===== config.mk =====
export PLATFORM = sky130hd
export DESIGN_NAME = lpbp_regs
export DESIGN_NICKNAME = d
export VERILOG_FILES = /design/src/core/lpbp_pkg.sv /design/src/core/lpbp_hold_if.sv /design/src/core/lpbp_hold.sv /design/src/core/lpbp_regs.sv
export SDC_FILE = /design/constraint.sdc
export NUM_CORES = 1
export LEC_CHECK = 0
export BUFFER_PORTS_ARGS = -buffer_cell sky130_fd_sc_hd__clkbuf_2
export CAP_MARGIN = 20
export CORE_MARGIN = 3
export CORE_UTILIZATION = 41
export CTS_CLUSTER_SIZE = 10
export DETAILED_ROUTE_END_ITERATION = 16
export PLACE_DENSITY = 0.84
export SLEW_MARGIN = 30
export SYNTH_ARGS = -nofsm -noshare
export SYNTH_HDL_FRONTEND = slang
export SYNTH_SLANG_ARGS = --single-unit

===== constraint.sdc =====
create_clock -name CORE_CLK -period 4.17 [get_ports CORE_CLK]
set_clock_uncertainty 0.2 [all_clocks]
set_input_delay 0.834 -clock CORE_CLK [delete_from_list [all_inputs] [get_ports CORE_CLK]]
set_output_delay 0.834 -clock CORE_CLK [all_outputs]
set_load 0.02 [all_outputs]

===== src/core/lpbp_pkg.sv =====
// package for the partner base page ability register slice
// assumes a 16-bit management register port with word addresses
package lpbp_pkg;
  localparam int unsigned LPBP_ADDR_W = 16;
  localparam int unsigned LPBP_DATA_W = 16;
  // register addresses
  localparam logic [15:0] LPBP_LOW_ADDR = 16'h0205;
  localparam logic [15:0] LPBP_MID_ADDR = 16'h0206;
  localparam logic [15:0] LPBP_HIGH_ADDR = 16'h0207;
  // reset values
  localparam logic [15:0] LPBP_LOW_RST = 16'h0000;
  localparam logic [15:0] LPBP_MID_RST = 16'h0000;
  localparam logic [15:0] LPBP_HIGH_RST = 16'h0000;
  // low word field positions
  localparam int unsigned LPBP_NP_REQ_BIT = 15;
  localparam int unsigned LPBP_ACK_BIT = 14;
  localparam int unsigned LPBP_RFAULT_BIT = 13;
  localparam int unsigned LPBP_FORCE_BIT = 12;
  localparam int unsigned LPBP_PAUSE_MSB = 11;
  localparam int unsigned LPBP_PAUSE_LSB = 10;
  localparam int unsigned LPBP_SEL_MSB = 4;
  localparam int unsigned LPBP_SEL_LSB = 0;
  localparam logic [4:0] LPBP_SEL_STD = 5'h01;
  // mid word field positions
  localparam int unsigned LPBP_B10L_BIT = 14;
  localparam int unsigned LPBP_B1000_BIT = 7;
  localparam int unsigned LPBP_B10SFD_BIT = 6;
  localparam int unsigned LPBP_B100_BIT = 5;
  localparam int unsigned LPBP_ROLE_BIT = 4;
  // implemented bits; everything else reads zero
  localparam logic [15:0] LPBP_LOW_MASK = 16'hfc1f;
  localparam logic [15:0] LPBP_MID_MASK = 16'h40f0;
  localparam logic [15:0] LPBP_HIGH_MASK = 16'h7800;
endpackage : lpbp_pkg


===== src/core/lpbp_hold_if.sv =====
// carrier between the top and the holding register module
// assumes single clock domain
`timescale 1ns/10ps
`default_nettype none
interface lpbp_hold_if;
  import lpbp_pkg::*;
  logic capture;
  logic [15:0] live_mid;
  logic [15:0] live_high;
  logic [15:0] held_mid;
  logic [15:0] held_high;
  modport top (output capture, output live_mid, output live_high, input held_mid, input held_high);
  modport hold (input capture, input live_mid, input live_high, output held_mid, output held_high);
endinterface : lpbp_hold_if
`default_nettype wire


===== src/core/lpbp_hold.sv =====
// holding registers for partner mid and high words
// assumes capture is a one-cycle pulse in the CORE_CLK domain
`timescale 1ns/10ps
`default_nettype none
module lpbp_hold (
  input wire logic clk, // core clock
  input wire logic rst, // synchronous reset, active high
  lpbp_hold_if.hold hif // capture request and held words
);
  import lpbp_pkg::*;

  // snapshot both upper words together so a multi-word read is coherent
  always_ff @(posedge clk) begin
    if (rst) begin
      hif.held_mid <= LPBP_MID_RST; // RULE4
      hif.held_high <= LPBP_HIGH_RST;
    end else if (hif.capture) begin
      hif.held_mid <= hif.live_mid & LPBP_MID_MASK; // RULE1
      hif.held_high <= hif.live_high & LPBP_HIGH_MASK; // RULE1
    end
  end
endmodule : lpbp_hold
`default_nettype wire


===== src/core/lpbp_regs.sv =====
// partner base page ability register slice, low, mid and high words
// assumes receive logic presents a stable live codeword
// Overview of operation
// RULE1: reading the low word snapshots the mid and high words
// RULE2: mid word reads return the snapshot, not the live value
// RULE3: high word reads return the snapshot, not the live value
// RULE4: all three partner ability registers reset to zero; only mid and high are held, a low read after reset returns the live page
// RULE5: low bit 15 shows partner next page request
// RULE6: low bit 14 shows partner acknowledge
// RULE7: low bit 13 shows partner remote fault
// RULE8: low bit 12 shows partner forced role flag
// RULE9: low bits 11:10 show partner pause support
// RULE10: low bits 4:0 show partner selector, normally 00001
// RULE11: mid bit 14 shows partner 10BASE-T1L ability
// RULE12: mid bit 7 shows partner 1000BASE-T1 ability
// RULE13: mid bit 6 shows partner 10BASE-T1S full duplex ability
// RULE14: mid bit 5 shows partner 100BASE-T1 ability
// RULE15: mid bit 4 shows partner role, 1 leader 0 follower
// RULE16: writes are ignored, reserved bits read zero
`timescale 1ns/10ps
`default_nettype none
module lpbp_regs (
  input wire logic CORE_CLK, // 200 MHz core clock
  input wire logic RST, // synchronous reset, active high
  input wire logic REG_RD, // register read strobe, one cycle
  input wire logic REG_WR, // register write strobe, ignored
  input wire logic [lpbp_pkg::LPBP_ADDR_W-1:0] REG_ADDR, // register address
  input wire logic [lpbp_pkg::LPBP_DATA_W-1:0] REG_WDATA, // write data, ignored
  output logic [lpbp_pkg::LPBP_DATA_W-1:0] REG_RDATA, // read data, registered
  output logic REG_RVALID, // read data valid, one cycle
  input wire logic PAGE_VALID, // received base page valid, level
  input wire logic PAGE_NP_REQ, // partner next page request
  input wire logic PAGE_ACK, // partner acknowledge
  input wire logic PAGE_RFAULT, // partner remote fault
  input wire logic PAGE_FORCE, // partner forced role flag
  input wire logic [1:0] PAGE_PAUSE, // partner pause field
  input wire logic [4:0] PAGE_SEL, // partner selector field
  input wire logic PAGE_B10L, // partner 10BASE-T1L ability
  input wire logic PAGE_B1000, // partner 1000BASE-T1 ability
  input wire logic PAGE_B10SFD, // partner 10BASE-T1S full duplex
  input wire logic PAGE_B100, // partner 100BASE-T1 ability
  input wire logic PAGE_ROLE, // partner role bit, 1 leader
  input wire logic [15:0] PAGE_HIGH // partner high word, bits 47:32
);
  import lpbp_pkg::*;

  logic [15:0] live_low;
  logic [15:0] live_mid;
  logic [15:0] nxt_rdata;
  logic [15:0] rdata_ff;
  logic rvalid_ff;
  logic unused_wr;

  lpbp_hold_if hif ();

  // live low word assembly from the received page
  always_comb begin
    live_low = 16'h0000;
    if (PAGE_VALID) begin
      live_low[LPBP_NP_REQ_BIT] = PAGE_NP_REQ; // RULE5
      live_low[LPBP_ACK_BIT] = PAGE_ACK; // RULE6
      live_low[LPBP_RFAULT_BIT] = PAGE_RFAULT; // RULE7
      live_low[LPBP_FORCE_BIT] = PAGE_FORCE; // RULE8
      live_low[LPBP_PAUSE_MSB:LPBP_PAUSE_LSB] = PAGE_PAUSE; // RULE9
      live_low[LPBP_SEL_MSB:LPBP_SEL_LSB] = PAGE_SEL; // RULE10
    end
  end

  // live mid word assembly; no page received means all zero
  always_comb begin
    live_mid = 16'h0000;
    if (PAGE_VALID) begin
      live_mid[LPBP_B10L_BIT] = PAGE_B10L; // RULE11
      live_mid[LPBP_B1000_BIT] = PAGE_B1000; // RULE12
      live_mid[LPBP_B10SFD_BIT] = PAGE_B10SFD; // RULE13
      live_mid[LPBP_B100_BIT] = PAGE_B100; // RULE14
      live_mid[LPBP_ROLE_BIT] = PAGE_ROLE; // RULE15
    end
  end

  // capture on a low word read, same edge as that read's data latch
  assign hif.capture = REG_RD && (REG_ADDR == LPBP_LOW_ADDR); // RULE1
  assign hif.live_mid = live_mid;
  assign hif.live_high = PAGE_VALID ? PAGE_HIGH : LPBP_HIGH_RST;

  lpbp_hold u_hold (
    .clk (CORE_CLK),
    .rst (RST),
    .hif (hif)
  );

  // read mux; mid and high come from the snapshot taken before this read
  always_comb begin
    case (REG_ADDR)
      LPBP_LOW_ADDR: nxt_rdata = live_low & LPBP_LOW_MASK; // RULE16
      LPBP_MID_ADDR: nxt_rdata = hif.held_mid; // RULE2
      LPBP_HIGH_ADDR: nxt_rdata = hif.held_high; // RULE3
      default: nxt_rdata = 16'h0000;
    endcase
  end

  // registered read data; writes have no path into any state
  always_ff @(posedge CORE_CLK) begin
    if (RST) begin
      rdata_ff <= LPBP_LOW_RST; // RULE4
      rvalid_ff <= 1'b0;
    end else begin
      rvalid_ff <= REG_RD;
      if (REG_RD) begin
        rdata_ff <= nxt_rdata;
      end
    end
  end

  // write strobe and data are accepted and discarded
  assign unused_wr = REG_WR ^ (^REG_WDATA); // RULE16
  assign REG_RDATA = rdata_ff;
  assign REG_RVALID = rvalid_ff;
endmodule : lpbp_regs
`default_nettype wire


==> out/qor.yml <==
floorplanning:
  num_rows: 17
  die_w_um: 56.6
  dieArea_um2: 3210
  die_h_um: 56.6
  start_util_pct: 45.3
  core_area_um2: 2320
  ios: 86
clock_tree:
  postCtsSetupRepairBufs: 0
  cts_sinks: 24
  cts_buffers: 3
  tritoncts: "done"
  insertion_delay_ns: 0.33
  clock_path_buffers: 2
  clk_pin_slew_ns: 0.13
  root_buffer: "clkbuf_4"
  cts_hold_buf: 0
  h-tree-depth: 1
  cts.repair.resized: 0
timing:
  timing.hold.ws_ns: 0.274
  fin_crit_sh_pct: 46.5
  drv_slew: 0
  max_freq_ghz: 0.516
  fin_setup_tns_ns: 0
  final.min_clock_period_ns: 1.94
  max-slew-margin-rel_pct: 62.9
  setup_violations: 0
  rsz0062_at_grt: "false"
  worst_slew_pin_slew_ns: 0.555
  hold_viol: 0
routing:
  ant_nets: 0
  wire_per_inst_um: 13.7
  vias_per_cell: 5.37
  vias: 1064
  drtIter0Drc: 33
  drcViolationCount: 0
  dr.pass1.iters: 4
  wirelength_mm: 2.72
finish:
  drive_gt1_share_pct: 36.5
  final_common_cell: "clkbuf_2"
  fillers: 205
  fin_nets: 240
  syn2layout_area_growth_pct: 28.2
  antenna_cells: 0
  layout_common_cells: "clkbuf_2 (54), dfxtp_1 (24), a21oi_1 (20)"
power_and_ir_drop:
  p_sw_w: 0.0000970
  clkPwrFrac_pct: 38.7
  power_frac_comb_pct: 9.3
  irDropWorstVdd_mv: 0.258
  internal_power_w: 0.000345
  seq_power_share_pct: 52.0
  powerDensity_nw_per_um2: 328
  power_leakage_nw: 0.567
  p_sw_share_pct: 21.9
grt:
  grt_pass1_vias: 1031
  track_usage_pct: 18.2
  grt_remaining_overflow: 0
  grt_max_degree: 26
  grt_pass1_wl_mm: 4.55
  antenna_found_initial: 0
logic_synthesis:
  synth_fa_ha_area_share_pct: 0
  synthFlopType: "dfxtp_1"
  synth_compound_area_share_pct: 21.0
  muxShareOfSynthArea_pct: 0
  yosysWarnings: 0
  synthCells: 122
  synth_xor_area_share_pct: 0
  yosys.area_share.simple_pct: 26.1
  synth.avg_cell_area_um2: 8.61
  synth_edf_count: 0
  ys_types: 25
  synthArstFlopShare_pct: 0
  synth_top_family_by_area: "simple AND/OR/NAND/NOR gates"
  ys_seq_elements: 24
  yosysSeqAreaShare_pct: 45.7
  netlist_area_um2: 1050
job:
  maxCapViolations: 0
worst_setup_path:
  start_kind: "input pin"
  cp-end-kind: "register"
  cp_data_arrival_time_ns: 1.95
  path_class: "in2reg"
  path_max_fanout: 10
  required_ns: 4.18
placed_design:
  io_buffer_count: 54
  hpwlAfterDp_mm: 2.05
  gp_congestion: 0.757
min_path:
  holdCritPathClass: "reg2reg"
status:
  status: "finished, final reports clean"
[state kept, by name, summed over array words and instances, names as in the netlist]
| register | cells |
|---|---|
| u_hold.hif.held_mid | 5 |
| u_hold.hif.held_high | 4 |
| REG_RVALID | 1 |
| REG_RDATA | 14 |
[per-layer routing]
metal  vias to the layer above  track usage [%]  routed length [µm]
met2                        43             33.2                1420
met3                         5             3.68                 167
li1                        537                -                   -
met4                         0             7.12                  53
met5                         -                0                   0
met1                       479             20.2                1080
[logic make-up after synthesis]
kind of cell	Yosys count
compound gates	38
buf+inv	13
flops	24
other cells	1
simple gates	46
[critical path, stage by stage]
cell,delay [ns]
clkbuf_2,0.09
nor4_2,0.30
nand4_1,0.36
o21ai_0,0.28
a21oi_1,0.09
[through the flow]
stage                     area, µm²  utilization, %  setup slack [ns]  power [W]  std cells
after floorplan                1050               -              2.17   0.000254        123
after global placement         1290            55.9              1.93   0.000275        194
after detailed placement       1290            55.9              1.87   0.000276        194
after CTS                      1350            58.1              2.23   0.000444        198
after global routing           1350            58.1              2.11   0.000460        198
final                          1350            58.1              2.23   0.000442        198
[cells in the mapped netlist (all sizes together) (2+ instances only)]
library cell,n,area share (%)
dfxtp,24,46
buf,5,4.0
nor2b,3,1.8
inv,2,0.71
a21oi,20,9.5
nand4,10,6.0
nand3,12,5.7
clkbuf,6,2.1
a22oi,2,1.4
nor2,3,1.1
nand2,11,3.9
a22o,5,4.2
o21ai,9,4.3
[final timing paths]
check                                start                       end  slack, ns  cells after the start
setup / recovery              REG_ADDR[11]  u_hold.hif.held_high[13]       2.23                      5
hold / removal                REG_RDATA[5]              REG_RDATA[5]       0.27                      2
setup reg to reg  u_hold.hif.held_high[12]             REG_RDATA[12]       3.08                      3
hold reg to reg               REG_RDATA[5]              REG_RDATA[5]       0.27                      2
[power groups by stage]
stage / Clock, W / Combinational [W] / Sequential, W
6_report: 0.000171 / 0.0000409 / 0.000230
5_1_grt: 0.000184 / 0.0000454 / 0.000230
4_1_cts: 0.000173 / 0.0000409 / 0.000230
3_5_place_dp: 0 / 0.0000406 / 0.000235
3_3_place_gp: 0 / 0.0000397 / 0.000235
2_1_floorplan: 0 / 0.0000184 / 0.000236
[final cells by class]
cell class | count | area [µm²] | area share (%)
clock buffers | 3 | 22.5 | 1.67
clock inverters | 1 | 30.0 | 2.23
inverters | 2 | 7.51 | 0.557
multi-input cells | 86 | 502 | 37.2
flip-flops and latches | 24 | 480 | 35.7
well taps | 28 | 35.0 | 2.60
repair buffers | 54 | 270 | 20.1
No activity file was read; power rests on OpenSTA's default activity.
